[src/rtl/clkgen_pkg.sv]
// Purpose: shared constants and types for the clock generator control block
// Assumes: APB slave with 32-bit data, one aligned word per register
// Notes: register bytes sit in the low bits of each word, upper bits read zero
package clkgen_pkg;

  localparam logic [7:0] OFS_CTRL_A = 8'h00;
  localparam logic [7:0] OFS_CTRL_B = 8'h04;
  localparam logic [7:0] OFS_STAT_A = 8'h08;
  localparam logic [7:0] OFS_STAT_B = 8'h0C;
  localparam logic [7:0] OFS_FILTER = 8'h10;

  // control a fields
  localparam int HGO_BIT = 7;
  localparam int RANGE_BIT = 6;
  localparam int EXT_REF_KIND_SELECT_BIT = 5;
  localparam int MODE_HI = 4;
  localparam int MODE_LO = 3;
  localparam int OSCKEEP_BIT = 2;
  localparam int LOSSOFF_BIT = 1;
  // control b fields
  localparam int LOLRST_BIT = 7;
  localparam int MULT_HI = 6;
  localparam int MULT_LO = 4;
  localparam int LOCRST_BIT = 3;
  localparam int DIV_HI = 2;
  localparam int DIV_LO = 0;
  // status a write-one-to-clear bit
  localparam int IRQCLR_BIT = 0;

  // async input channels
  localparam int NUM_PINS = 4;
  localparam int PIN_EXT_REF_CLOCK_OK = 0;
  localparam int PIN_OSC_OUTPUT_STABLE = 1;
  localparam int PIN_LOL = 2;
  localparam int PIN_LOC = 3;

  localparam logic [6:0] PRESCALE_LOW = 7'h40;
  localparam logic [6:0] PRESCALE_HIGH = 7'h01;
  localparam logic [6:0] PRESCALE_INT = 7'h40;
  localparam logic [4:0] MULT_BASE = 5'h04;
  localparam int FILT_W = 12;

  localparam int CLK_PERIOD_NS = 50;
  localparam int MODE_SETTLE_NS = 200;
  localparam int MODE_SETTLE_CYC = (MODE_SETTLE_NS + CLK_PERIOD_NS - 1) / CLK_PERIOD_NS;

  typedef enum logic [1:0] {
    MODE_SCM = 2'b00,
    MODE_FEI = 2'b01,
    MODE_FBE = 2'b10,
    MODE_FEE = 2'b11
  } clk_mode_t;

  typedef struct packed {
    logic psel;
    logic penable;
    logic pwrite;
    logic [7:0] paddr;
    logic [31:0] pwdata;
  } apb_req_t;

  typedef struct packed {
    logic pready;
    logic pslverr;
    logic [31:0] prdata;
  } apb_rsp_t;

  typedef struct packed {
    clk_mode_t mode;
    logic high_gain_select;
    logic range_high;
    logic ext_ref_kind_select;
    logic osc_keep_in_stop;
    logic [10:0] eff_mult;
    logic [2:0] reduce_divide_code;
    logic [FILT_W-1:0] loop_filter_bits;
  } clk_cfg_t;

endpackage : clkgen_pkg

[src/rtl/internal_clock_generator_control.sv]
// Purpose: control and status of an on-chip clock generator, APB register slave
// Assumes: pins async to pclk; loop_filter_auto comes from the loop on pclk
// Notes: frequencies are reported in kHz from parameterised reference figures
// What this block does
// - high gain bit chooses low power or high gain; only first write counts.
// - range bit selects prescale 64 when low, 1 when high; write-once.
// - range affects behaviour only in loop-engaged or bypassed external modes.
// - write-once reference kind bit: 0 external clock, 1 crystal oscillator.
// - mode field decodes self-clocked, internal loop, external bypass, external loop.
// - external bypass mode is not entered until external reference flag is one.
// - generator off mode leaves the mode field unchanged.
// - mode field write ignored while a previous mode change is incomplete.
// - first mode write of 0X blocks later 1X writes until reset.
// - after reset the generator is self-clocked near 8 MHz, bus half that.
// - lock loss raises interrupt request unless lock loss reset is enabled.
// - clock loss raises interrupt request unless clock loss reset is enabled.
// - multiply factor equals four plus twice the code, 4 to 18.
// - output divided by two to the power of the divide code.
// - first status register is read-only except writing to clear interrupt flag.
// - filter value matters only self-clocked; loop modes adjust it; top four bits unused.
// - bit 0 of first control register always reads zero.
// - high gain bit at zero configures oscillator for low power.
//
// Our own choices: the address map and the APB register port.
module internal_clock_generator_control import clkgen_pkg::*; #(
  parameter int SCM_KHZ = 8000,
  parameter int INT_REF_KHZ = 32,
  parameter int EXT_REF_KHZ = 32
) (
  input wire logic pclk,
  input wire logic presetn,
  input wire apb_req_t apb_req,
  output apb_rsp_t apb_rsp,
  input wire logic [NUM_PINS-1:0] async_pins,
  input wire logic gen_off_mode,
  input wire logic [FILT_W-1:0] loop_filter_auto,
  output clk_cfg_t clk_cfg,
  output logic [31:0] gen_out_khz,
  output logic [31:0] bus_khz,
  output logic gen_irq,
  output logic gen_reset_req
);

  typedef struct packed {
    apb_rsp_t rsp;
    clk_cfg_t cfg;
    logic ctrl_a_locked;
    clk_mode_t mode_sel;
    logic loss_det_off;
    logic lock_rst_en;
    logic [2:0] mult_code;
    logic clk_rst_en;
    logic mode_written;
    logic ext_pin_reserved;
    logic pending;
    clk_mode_t target;
    logic [2:0] settle;
    logic [NUM_PINS-1:0][2:0] sync;
    logic [NUM_PINS-1:0] filt;
    logic lock_flag;
    logic clock_flag;
    logic irq_flag;
    logic reset_req;
    logic [31:0] out_khz;
    logic [31:0] bus_khz;
  } state_t;

  localparam logic [2:0] SETTLE_LAST = 3'(MODE_SETTLE_CYC - 1);

  state_t r_q;
  state_t r_d;
  logic wr;
  logic rd_setup;
  logic wr_ctrl_a;
  logic clock_mode_select_ok;
  logic lock_ev;
  logic clock_ev;
  logic [NUM_PINS-1:0] rise;
  logic [4:0] mult_n;
  logic [6:0] prescale;
  logic [31:0] base_khz;
  logic [7:0] rbyte;
  logic mapped;

  assign apb_rsp = r_q.rsp;
  assign clk_cfg = r_q.cfg;
  assign gen_out_khz = r_q.out_khz;
  assign bus_khz = r_q.bus_khz;
  assign gen_irq = r_q.irq_flag;
  assign gen_reset_req = r_q.reset_req;

  always_comb begin
    r_d = r_q;
    rise = '0;
    rbyte = 8'h00;
    mapped = 1'b1;
    base_khz = 32'h0;
    wr = apb_req.psel & apb_req.penable & apb_req.pwrite & r_q.rsp.pready;
    rd_setup = apb_req.psel & ~apb_req.penable;
    wr_ctrl_a = wr & (apb_req.paddr == OFS_CTRL_A);

    // three-stage synchronisers; a level counts once stages two and three agree
    for (int i = 0; i < NUM_PINS; i++) begin
      r_d.sync[i] = {r_q.sync[i][1:0], async_pins[i]};
      if (r_q.sync[i][1] == r_q.sync[i][2]) begin
        r_d.filt[i] = r_q.sync[i][2];
        rise[i] = r_q.sync[i][2] & ~r_q.filt[i];
      end
    end

    // apb: answer comes in the access cycle right after setup
    r_d.rsp.pready = rd_setup;
    case (apb_req.paddr)
      OFS_CTRL_A: rbyte = {r_q.cfg.high_gain_select, r_q.cfg.range_high, r_q.cfg.ext_ref_kind_select,
                           r_q.mode_sel, r_q.cfg.osc_keep_in_stop, r_q.loss_det_off, 1'b0};
      OFS_CTRL_B: rbyte = {r_q.lock_rst_en, r_q.mult_code, r_q.clk_rst_en, r_q.cfg.reduce_divide_code};
      OFS_STAT_A: rbyte = {r_q.cfg.mode, r_q.filt[PIN_EXT_REF_CLOCK_OK], r_q.lock_flag, ~r_q.filt[PIN_LOL],
                           r_q.clock_flag, 1'b0, r_q.irq_flag};
      OFS_STAT_B: rbyte = {7'h00, r_q.filt[PIN_OSC_OUTPUT_STABLE]};
      OFS_FILTER: rbyte = 8'h00;
      default: mapped = 1'b0;
    endcase
    if (rd_setup) begin
      r_d.rsp.pslverr = ~mapped;
      r_d.rsp.prdata = {24'h000000, rbyte};
      if (apb_req.paddr == OFS_FILTER) begin
        r_d.rsp.prdata = {20'h00000, r_q.cfg.loop_filter_bits};
      end
    end else begin
      r_d.rsp.pslverr = 1'b0;
      r_d.rsp.prdata = 32'h0;
    end

    // write-once oscillator options; osc_keep_in_stop and loss_det_off take every write
    if (wr_ctrl_a && !r_q.ctrl_a_locked) begin
      r_d.ctrl_a_locked = 1'b1;
      r_d.cfg.high_gain_select = apb_req.pwdata[HGO_BIT];
      r_d.cfg.range_high = apb_req.pwdata[RANGE_BIT];
      r_d.cfg.ext_ref_kind_select = apb_req.pwdata[EXT_REF_KIND_SELECT_BIT];
    end
    if (wr_ctrl_a) begin
      r_d.cfg.osc_keep_in_stop = apb_req.pwdata[OSCKEEP_BIT];
      r_d.loss_det_off = apb_req.pwdata[LOSSOFF_BIT];
    end

    // mode field write: refused while busy, or 1X after an unreserved first write
    clock_mode_select_ok = !r_q.pending && !(r_q.mode_written && !r_q.ext_pin_reserved && apb_req.pwdata[MODE_HI]);
    if (wr_ctrl_a && clock_mode_select_ok) begin
      r_d.mode_sel = clk_mode_t'(apb_req.pwdata[MODE_HI:MODE_LO]);
      r_d.target = clk_mode_t'(apb_req.pwdata[MODE_HI:MODE_LO]);
      r_d.pending = 1'b1;
      r_d.settle = 3'h0;
      if (!r_q.mode_written) begin
        r_d.mode_written = 1'b1;
        r_d.ext_pin_reserved = apb_req.pwdata[MODE_HI];
      end
    end else if (r_q.pending && !gen_off_mode) begin
      if (r_q.settle == SETTLE_LAST) begin
        if (r_q.target != MODE_FBE || r_q.filt[PIN_EXT_REF_CLOCK_OK]) begin
          r_d.cfg.mode = r_q.target;
          r_d.pending = 1'b0;
        end
      end else begin
        r_d.settle = r_q.settle + 3'h1;
      end
    end

    if (wr && apb_req.paddr == OFS_CTRL_B) begin
      r_d.lock_rst_en = apb_req.pwdata[LOLRST_BIT];
      r_d.mult_code = apb_req.pwdata[MULT_HI:MULT_LO];
      r_d.clk_rst_en = apb_req.pwdata[LOCRST_BIT];
      r_d.cfg.reduce_divide_code = apb_req.pwdata[DIV_HI:DIV_LO];
    end

    // filter: software value in self-clocked mode, loop value when loop engaged
    if (r_q.cfg.mode == MODE_SCM) begin
      if (wr && apb_req.paddr == OFS_FILTER) begin
        r_d.cfg.loop_filter_bits = apb_req.pwdata[FILT_W-1:0];
      end
    end else if (r_q.cfg.mode != MODE_FBE) begin
      r_d.cfg.loop_filter_bits = loop_filter_auto;
    end

    // loss events; a write of one to the clear bit loses to a same-cycle event
    lock_ev = rise[PIN_LOL] && (r_q.cfg.mode == MODE_FEI || r_q.cfg.mode == MODE_FEE);
    clock_ev = rise[PIN_LOC] && !r_q.loss_det_off && r_q.cfg.mode[1];
    if (wr && apb_req.paddr == OFS_STAT_A && apb_req.pwdata[IRQCLR_BIT]) begin
      r_d.irq_flag = 1'b0;
      r_d.lock_flag = 1'b0;
      r_d.clock_flag = 1'b0;
    end
    r_d.reset_req = (lock_ev && r_q.lock_rst_en) || (clock_ev && r_q.clk_rst_en);
    if (lock_ev && !r_q.lock_rst_en) begin
      r_d.lock_flag = 1'b1;
      r_d.irq_flag = 1'b1;
    end
    if (clock_ev && !r_q.clk_rst_en) begin
      r_d.clock_flag = 1'b1;
      r_d.irq_flag = 1'b1;
    end

    // frequency plan from the active mode
    mult_n = MULT_BASE + {1'b0, r_q.mult_code, 1'b0};
    if (r_q.cfg.mode[1]) begin
      prescale = r_q.cfg.range_high ? PRESCALE_HIGH : PRESCALE_LOW;
    end else begin
      prescale = PRESCALE_INT;
    end
    r_d.cfg.eff_mult = 11'({4'h0, prescale} * {6'h00, mult_n});
    case (r_q.cfg.mode)
      MODE_SCM: base_khz = 32'(SCM_KHZ);
      MODE_FEI: base_khz = 32'({21'h0, r_q.cfg.eff_mult} * 32'(INT_REF_KHZ));
      MODE_FBE: base_khz = 32'(EXT_REF_KHZ);
      MODE_FEE: base_khz = 32'({21'h0, r_q.cfg.eff_mult} * 32'(EXT_REF_KHZ));
      default: base_khz = 32'(SCM_KHZ);
    endcase
    r_d.out_khz = base_khz >> r_q.cfg.reduce_divide_code;
    r_d.bus_khz = r_q.out_khz >> 1;
  end

  always_ff @(posedge pclk or negedge presetn) begin
    if (!presetn) begin
      r_q <= '0;
    end else begin
      r_q <= r_d;
    end
  end
endmodule : internal_clock_generator_control

[config.mk]
export PLATFORM = sky130hd
export DESIGN_NAME = internal_clock_generator_control
export DESIGN_NICKNAME = d
export VERILOG_FILES = /design/src/rtl/clkgen_pkg.sv /design/src/rtl/internal_clock_generator_control.sv
export SDC_FILE = /design/constraint.sdc
export NUM_CORES = 1
export LEC_CHECK = 0
export ABC_AREA = 1
export ABC_CLOCK_PERIOD_IN_PS = 1800
export BUFFER_PORTS_ARGS = -buffer_cell sky130_fd_sc_hd__buf_2
export CAP_MARGIN = 30
export CORE_UTILIZATION = 45
export DETAILED_ROUTE_END_ITERATION = 16
export GPL_TIMING_DRIVEN = 0
export PLACE_DENSITY = 0.73
export SKIP_CTS_REPAIR_TIMING = 1
export SYNTH_ARGS = -nofsm -noshare
export SYNTH_HDL_FRONTEND = slang
export SYNTH_SLANG_ARGS = --single-unit
[constraint.sdc]
create_clock -name pclk -period 1.8 [get_ports pclk]
set_clock_uncertainty 0.1 [all_clocks]
set_input_delay 0 -clock pclk [delete_from_list [all_inputs] [get_ports pclk]]
set_output_delay 0 -clock pclk [all_outputs]
set_load 0.01 [all_outputs]
==> After elaboration in Yosys (flattened, before gate mapping) <==
Cells that the tools add are included.
Widths: inputs -> output; s select.
{ "word_totals": {"reg_bits": 164, "latchBits": 0, "ram_bits": 0, "rom_bits": 0, "in_bits": 62, "out_inout_bits": 132, "word_cells": 135, "n_memories": 0} }
{ "classes": {"add_sub_neg": 2, "n_mul": 1, "div": 0, "magnitude_cmp": 0, "eq_ne": 16, "n_shift": 1, "muxes": 23, "bitwise_logic": 13, "reduce_logical": 44} }
{ "op_table": {"columns": ["cell", "count"], "rows": [
  ["$pmux 32 s3", 1],
  ["$mux 12", 4],
  ["$mux 33", 1],
  ["$pmux 8 s4", 1],
  ["$shr 32x3->32", 1],
  ["$logic_and 1x1->1", 17],
  ["$eq 8x4->1 const B", 2],
  ["$mux 7", 2],
  ["$mux 3", 4],
  ["$reduce_bool 2->1", 6],
  ["$mul 7x5->11", 1],
  ["$mux 1", 9],
  ["$eq 8x3->1 const B", 1],
  ["$eq 8x5->1 const B", 1],
  ["$logic_not 1->1", 8],
  ["$logic_not 8->1", 1],
  ["$and 1x1->1", 7],
  ["$ne 2x2->1 const B", 3],
  ["$not 1->1", 6],
  ["$reduce_and 2->1", 3],
  ["$add 3x4->5 const A", 1],
  ["$reduce_or 5->1", 1],
  ["$eq 1x1->1", 4],
  ["$eq 2x2->1 const B", 2],
  ["other kinds (11)", 13]
]} }

==> Longest topological paths before layout <==
Gate-level depths: netlist of run 1.
{ "logic_depth": {"word_depth": 8, "depth_mapped": 8, "ltp_nobuf": 8} }

==> Worst setup path after synthesis of run 1 <==
Ideal clock, no wire load.
{ "synth_path": {"kind": "flip-flop to flip-flop", "start": "register r_q[84] (netlist name)", "end": "register r_q[84] (netlist name)", "setup_time_ns": 0.113, "arrival_time_ns": 1.153, "required_ns": 1.587, "setup_slack_ns": 0.435, "stages_incl_launch_ff": 9, "n_path_buf": 0, "synth_period_minus_slack_ns": 1.365, "path_cell_list": "dfrtp_1 > ha_1 > ha_1 > inv_1 > nand2_1 > xor2_1 > inv_1 > nand2_1 > inv_1"} }
{ "synth_via": {"elab_chain_cells": 4, "elab_cells_between_ends": 7, "cone_classes": "1 x add/sub; 2 x eq/ne; 3 x mux; 1 x reduce/logical"} }
{ "synth_rtl": {"columns": ["element", "line_no", "rtl"], "rows": [
  ["start, declared", "internal_clock_generator_control.sv:70", "state_t r_q;"],
  ["start signal, assigned", "internal_clock_generator_control.sv:225", "r_q <= r_d;"],
  ["$add 3x1->3", "internal_clock_generator_control.sv:164", "r_d.settle = r_q.settle + 3'h1;"],
  ["$mux 3", "internal_clock_generator_control.sv:158", "if (r_q.settle == SETTLE_LAST) begin"],
  ["$mux 3", "internal_clock_generator_control.sv:157", "end else if (r_q.pending && !gen_off_mode) begin"],
  ["$mux 3", "internal_clock_generator_control.sv:148", "if (wr_ctrl_a && clock_mode_select_ok) begin"]
]} }
Several ways; a longest one is shown, not always the timed one. The select of a mux whose other input is x is not followed.
A chain may end at the register's enable or synchronous reset.

==> results.py, run 1 <==
metrics = {
    "outcome": {
        "outcome": "finished with violations",
        "failed_checks": "hold timing",
    },
    "route": {
        "drt_wl_total_um": 11800,
        "vias_per_cell": 4.26,
        "vias": 4409,
        "ant_nets": 0,
        "remaining_drc_errors": 0,
        "drtPass1Iterations": 5,
        "routedWlPerCell_um": 11.4,
        "drt_iter0_drc": 254,
    },
    "grt": {
        "antenna_found_initial": 0,
        "gr-usage-met3_pct": 2.76,
        "grt_first_pass_wirelength_um": 18300,
        "grt_start_max_net_pins": 74,
        "grt_overflow": 0,
        "grt_usage_pct": 18.4,
        "grt_use_met1_pct": 24.0,
        "grt_busiest_layer": "met2",
        "grt_pass1_vias": 3818,
        "grtUsageMet2_pct": 30.9,
    },
    "cells_and_area": {
        "finalInstanceArea_sq_um": 7250,
        "n_fill_cell": 1048,
        "final_common_cell": "nand2_1",
        "final_cell_mix": "nand2_1 (153), buf_4 (134), buf_2 (121)",
        "drive_gt1_share_pct": 35.1,
        "fin_nets": 927,
        "area_growth_pct": 29.1,
        "final_cells": 1035,
        "antenna_cells": 0,
    },
    "setup_path": {
        "worst-path-buf-inv": 3,
        "crit_path_max_fanout": 10,
        "max_stage_delay_ps": 530,
        "slowest_stage": "dfrtp_1",
        "cp_num_cells": 8,
        "crit_path_start_kind": "register",
        "reg2reg_depth": 8,
        "rr_endpoint": "gen_out_khz[7]$_DFF_PN0_",
        "crit_required_ps": 1940,
        "reg2reg_slack_ps": 150,
        "crit_chain": "inv_2 -> nand2_1 -> buf_6 -> inv_2 -> nor2_1 -> nand2_1 -> nand3_1 -> nand2_1",
        "critical_path.most_common_cell": "nand2_1",
        "arrival_ps": 1790,
        "rr_startpoint": "clk_cfg[31]$_DFFE_PN0P_",
        "cp_top_family": "simple AND/OR/NAND/NOR gates",
        "crit_type": "reg2reg",
        "crit_path_end_kind": "register",
    },
    "timing": {
        "maxSlewHeadroom_pct": 65.0,
        "period_share_pct": 91.8,
        "rsz0062_at_grt": "no",
        "report.final.slew_viol_count": 0,
        "hold_viol_final": 3,
        "holdWs_ps": -3.07,
        "worst_pin_slew_ps": 523,
        "post-route-min-period_ps": 1650,
        "fmax_mhz": 605,
        "finalSetupViolations": 0,
    },
    "floorplan": {
        "die_y_um": 114,
        "pin_count": 194,
        "die_w_um": 114,
        "rows": 40,
        "core_sq_um": 12100,
        "start_util_pct": 46.5,
        "dieArea_sq_um": 12900,
    },
    "placed_design": {
        "postPlaceCellArea_sq_um": 6650,
        "gp_congestion": 0.850,
        "port_buffers": 117,
        "placed_cells": 987,
        "hpwl_um": 8680,
    },
    "power": {
        "power_leakage_nw": 4.11,
        "ir_worst_vdd_mv": 0.410,
        "pwr_density_cell_nw_per_um2": 670,
    },
    "logic_synthesis": {
        "synth-async-reset-ratio_pct": 100,
        "yosys_warnings": 0,
        "synth_top_area_share_pct": 48.6,
        "ys_ff_latch": 109,
        "ys_seq_area_share_pct": 48.6,
        "synth.area.top_cells": "dfrtp_1 (49%), buf_4 (18%), nand2_1 (10%), nand3_1 (4.4%), nor2_1 (3.5%)",
        "post_synth.cell_area_avg_sq_um": 8.69,
        "synthCells": 646,
        "synth_edf_count": 0,
        "ys_types": 35,
        "syn_area_sq_um": 5610,
        "synth_flop_cell": "dfrtp_1",
        "yosysTopAreaCell": "dfrtp_1",
    },
    "clocking": {
        "cts_inserted_buffers": 9,
        "clockBufferDepth": 2,
        "h-tree-depth": 3,
        "root_buffer": "clkbuf_16",
        "cts_tree": "built",
        "cts_sinks": 109,
        "insertion_delay_ps": 360,
        "path_clk_slew_ps": 80,
    },
    "hold_path": {
        "whs_endpoint": "apb_rsp[3]$_DFF_PN0_",
        "hold_depth": 5,
        "min_from": "apb_req[42]",
        "hold_path_class": "in2reg",
    },
    "flow_run": {
        "max_cap_viol_count": 0,
    },
}
==> stage by stage <==
step	setup TNS [ps]	hold slack [ps]	util [%]	worst slack (ps)	power (mW)
after CTS	0	-475	57.4	160	4.83
after detailed placement	0	-93.4	55.1	186	2.96
after floorplan	0	-396	-	435	2.81
final	0	-3.07	60.1	147	4.86
after global placement	-61790	9.22	54.8	-576	2.94
after global routing	0	20.0	60.1	14.4	5.04
==> synthesized netlist by cell type (3+ instances only) <==
master / count
inv_2: 6
nand4_1: 4
nor2_1: 52
nand2_2: 4
maj3_1: 3
o21ai_1: 11
buf_6: 3
nand3_1: 49
nor3_1: 3
clkbuf_1: 3
inv_1: 48
o21ai_0: 22
nand2_1: 153
ha_1: 3
buf_4: 133
buf_2: 5
dfrtp_1: 109
o211ai_1: 5
o21ai_2: 10
==> flip-flops by register name (all words and copies together), names as in the netlist <==
| signal | flops |
|---|---|
| gen_reset_req | 1 |
| clk_cfg | 29 |
| gen_out_khz | 16 |
| r_q | 25 |
| r_d | 8 |
| apb_rsp | 14 |
| gen_irq | 1 |
| bus_khz | 15 |
==> kinds of logic (layout without fill, tap and decap cells) <==
logic type | count (synthesis) | count (layout) | share of synthesized area, %
buffers and inverters | 202 | 368 | 22.9
adder cells (fa/ha/maj) | 6 | 6 | 1.20
AND/OR/NAND/NOR | 277 | 277 | 21.7
other | 1 | 56 | 0.0668
AO/OA/AOI/OAI | 50 | 50 | 5.35
XOR/XNOR | 1 | 1 | 0.156
flip-flops | 109 | 109 | 48.6
==> layout make-up <==
type,count,area [sq um],share of cell area (%)
tap,168,210,2.90
multi-input combinational,390,1800,24.9
sequential,109,2730,37.6
buffer,146,1080,14.8
clock inverter,6,52.6,0.725
timing repair buffer,150,936,12.9
clock buffer,10,229,3.16
inverter,56,211,2.92
==> report_power, final <==
part / switching [mW] / leakage (nW) / internal, mW / total (mW)
Combinational: 0.229 / 2.61 / 0.224 / 0.453
Sequential: 0.0274 / 1.36 / 2.49 / 2.52
Clock: 0.921 / 0.137 / 0.966 / 1.89
Total: 1.18 / 4.11 / 3.68 / 4.86
==> layer usage <==
| layer | part of all wire [%] | vias up |
|---|---|---|
| li1 | - | 2263 |
| met1 | 43 | 1973 |
| met2 | 50 | 149 |
| met3 | 5.3 | 24 |
| met4 | 2.2 | 0 |
| met5 | 0 | - |
==> how the worst max path moves through the flow <==
stage | startpoint | to | slack [ps]
6_report | clk_cfg[31]$_DFFE_PN0P_ | gen_out_khz[7]$_DFF_PN0_ | 150
2_1_floorplan | r_q[84]$_DFFE_PN0P_ | r_q[84]$_DFFE_PN0P_ | 430
4_1_cts | clk_cfg[31]$_DFFE_PN0P_ | gen_out_khz[6]$_DFF_PN0_ | 160
3_3_place_gp | presetn | apb_rsp[6]$_DFF_PN0_ | -580
5_1_grt | clk_cfg[31]$_DFFE_PN0P_ | gen_out_khz[2]$_DFF_PN0_ | 10
3_5_place_dp | clk_cfg[30]$_DFFE_PN0P_ | gen_out_khz[6]$_DFF_PN0_ | 190
==> worst min-delay path, stage by stage <==
cell	delay (ps)
buf_2	100
inv_1	40
nor2_1	50
inv_1	150
nor2_1	70
(Power assumes the default switching activity.)
==> inputs of run 2 (changes only) <==
--- a/config.mk
+++ b/config.mk
@@ -9,10 +9,10 @@
 export ABC_CLOCK_PERIOD_IN_PS = 1800
 export BUFFER_PORTS_ARGS = -buffer_cell sky130_fd_sc_hd__buf_2
 export CAP_MARGIN = 30
-export CORE_UTILIZATION = 45
+export CORE_UTILIZATION = 35
 export DETAILED_ROUTE_END_ITERATION = 16
 export GPL_TIMING_DRIVEN = 0
-export PLACE_DENSITY = 0.73
+export SETUP_SLACK_MARGIN = 0.15
 export SKIP_CTS_REPAIR_TIMING = 1
 export SYNTH_ARGS = -nofsm -noshare
 export SYNTH_HDL_FRONTEND = slang
==> results.py, run 2 (synthesized netlist as in run 1, its figures left out) <==
metrics = {
    "outcome": {
        "outcome": "completed",
    },
    "grt": {
        "grt_start_max_net_pins": 71,
        "grt_usage_pct": 15.0,
        "grt_first_pass_wirelength_um": 18600,
        "grt_overflow": 0,
        "grt_pass1_vias": 3705,
        "antenna_found_initial": 0,
    },
    "timing": {
        "post-route-min-period_ps": 1560,
        "maxSlewHeadroom_pct": 59.8,
        "fmax_mhz": 641,
        "setup_ws_ps": 240,
        "report.final.slew_viol_count": 0,
        "worst_pin_slew_ps": 600,
        "rsz0062_at_grt": "no",
        "period_share_pct": 86.6,
        "finalSetupViolations": 0,
        "hold_viol_final": 0,
    },
    "setup_path": {
        "cp_top_family": "flip-flops",
        "crit_path_end_kind": "register",
        "cp_num_cells": 8,
        "rr_startpoint": "clk_cfg[31]$_DFFE_PN0P_",
        "crit_type": "reg2reg",
        "crit_path_max_fanout": 10,
        "reg2reg_depth": 8,
        "crit_required_ps": 1930,
        "arrival_ps": 1690,
        "crit_path_start_kind": "register",
        "max_stage_delay_ps": 460,
        "worst-path-buf-inv": 3,
        "reg2reg_slack_ps": 240,
        "crit_chain": "inv_2 -> nand2_1 -> buf_6 -> inv_2 -> nor2_1 -> nand2_1 -> nand3_1 -> o21ai_1",
        "crit_start": "clk_cfg[31]$_DFFE_PN0P_",
        "slowest_stage": "dfrtp_2",
        "rr_endpoint": "gen_out_khz[3]$_DFF_PN0_",
        "crit_end": "gen_out_khz[3]$_DFF_PN0_",
    },
    "floorplan": {
        "dieArea_sq_um": 16500,
        "die_y_um": 129,
        "rows": 45,
        "core_sq_um": 15400,
        "start_util_pct": 36.4,
        "die_w_um": 129,
        "pin_count": 194,
    },
    "cells_and_area": {
        "final_common_cell": "nand2_1",
        "fin_nets": 927,
        "drive_gt1_share_pct": 35.5,
        "area_growth_pct": 31.1,
        "antenna_cells": 0,
        "largest_register_ffs": 29,
        "final_cell_mix": "nand2_1 (153), buf_4 (134), buf_2 (120)",
        "n_fill_cell": 1545,
        "final_cells": 1078,
    },
    "clocking": {
        "cts_sinks": 109,
        "clockBufferDepth": 2,
        "cts_inserted_buffers": 9,
        "insertion_delay_ps": 360,
        "h-tree-depth": 3,
        "root_buffer": "clkbuf_16",
        "path_clk_slew_ps": 70,
        "cts_tree": "built",
    },
    "placed_design": {
        "post-place-ws_ps": 131,
        "port_buffers": 117,
        "hpwl_um": 9370,
        "gp_congestion": 0.833,
        "placed_cells": 1030,
    },
    "hold_path": {
        "hold_path_class": "in2reg",
    },
    "route": {
        "drt_iter0_drc": 137,
        "vias": 4340,
        "drt_wl_total_um": 12400,
        "drtPass1Iterations": 4,
        "vias_per_cell": 4.03,
        "remaining_drc_errors": 0,
        "ant_nets": 0,
        "routedWlPerCell_um": 11.5,
    },
    "power": {
        "power_mw": 5.12,
        "power_leakage_nw": 4.13,
        "pwr_density_cell_nw_per_um2": 696,
        "ir_worst_vdd_mv": 0.663,
    },
    "flow_run": {
        "max_cap_viol_count": 0,
    },
}
run 2: final cells by class:
cell class                 instances  area [sq um]  share of cell area (%)
multi-input combinational        390          1810                    24.6
clock inverter                     6          96.3                    1.31
buffer                           146          1080                    14.7
inverter                          56           214                    2.91
sequential                       109          2730                    37.1
tap                              211           264                    3.59
timing repair buffer             150           936                    12.7
clock buffer                      10           229                    3.11
run 2: routing by layer:
| metal | up-vias | share of wire [%] | global-route usage, % | wire [um] |
|---|---|---|---|---|
| li1 | 2255 | - | - | - |
| met1 | 1976 | 45 | 18.4 | 5510 |
| met2 | 97 | 50 | 25.5 | 6130 |
| met3 | 12 | 4.4 | 3.45 | 544 |
| met4 | 0 | 1.4 | 5.74 | 179 |
| met5 | - | 0 | 0 | 0 |
run 2: worst register-to-register path, delay by kind of cell, from the launching register on:
| kind | cells | cell delay [ps] |
|---|---|---|
| buffers and inverters | 3 | 330 |
| flip-flops | 1 | 460 |
| AO/OA/AOI/OAI | 1 | 80 |
| AND/OR/NAND/NOR | 4 | 460 |
run 2: through the flow:
stage | setup TNS (ps) | utilization, % | instance area [sq um] | hold slack, ps
final | 0 | 47.7 | 7360 | 43.3
after global routing | 0 | 47.7 | 7360 | 59.6
after CTS | 0 | 45.5 | 7020 | -455
after detailed placement | 0 | 43.4 | 6700 | -70.8
after global placement | -73130 | 43.2 | 6670 | 9.02
after floorplan | 0 | - | 5820 | -396
run 2: how the worst min path moves through the flow:
stage / from / to / slack (ps) / cells after the start
6_report: apb_req[40] / r_q[100]$_DFFE_PN0P_ / 40 / 5
5_1_grt: apb_req[40] / r_q[100]$_DFFE_PN0P_ / 60 / 5
4_1_cts: presetn / r_q[77]$_DFF_PN0_ / -450 / 1
3_5_place_dp: presetn / r_q[77]$_DFF_PN0_ / -70 / 1
3_3_place_gp: async_pins[0] / r_d[73]$_DFF_PN0_ / 9 / 1
2_1_floorplan: presetn / apb_rsp[0]$_DFF_PN0_ / -400 / 0
run 2: where the power goes:
part	switching, mW	internal (mW)
Sequential	0.0283	2.49
Combinational	0.227	0.224
Clock	0.917	1.23
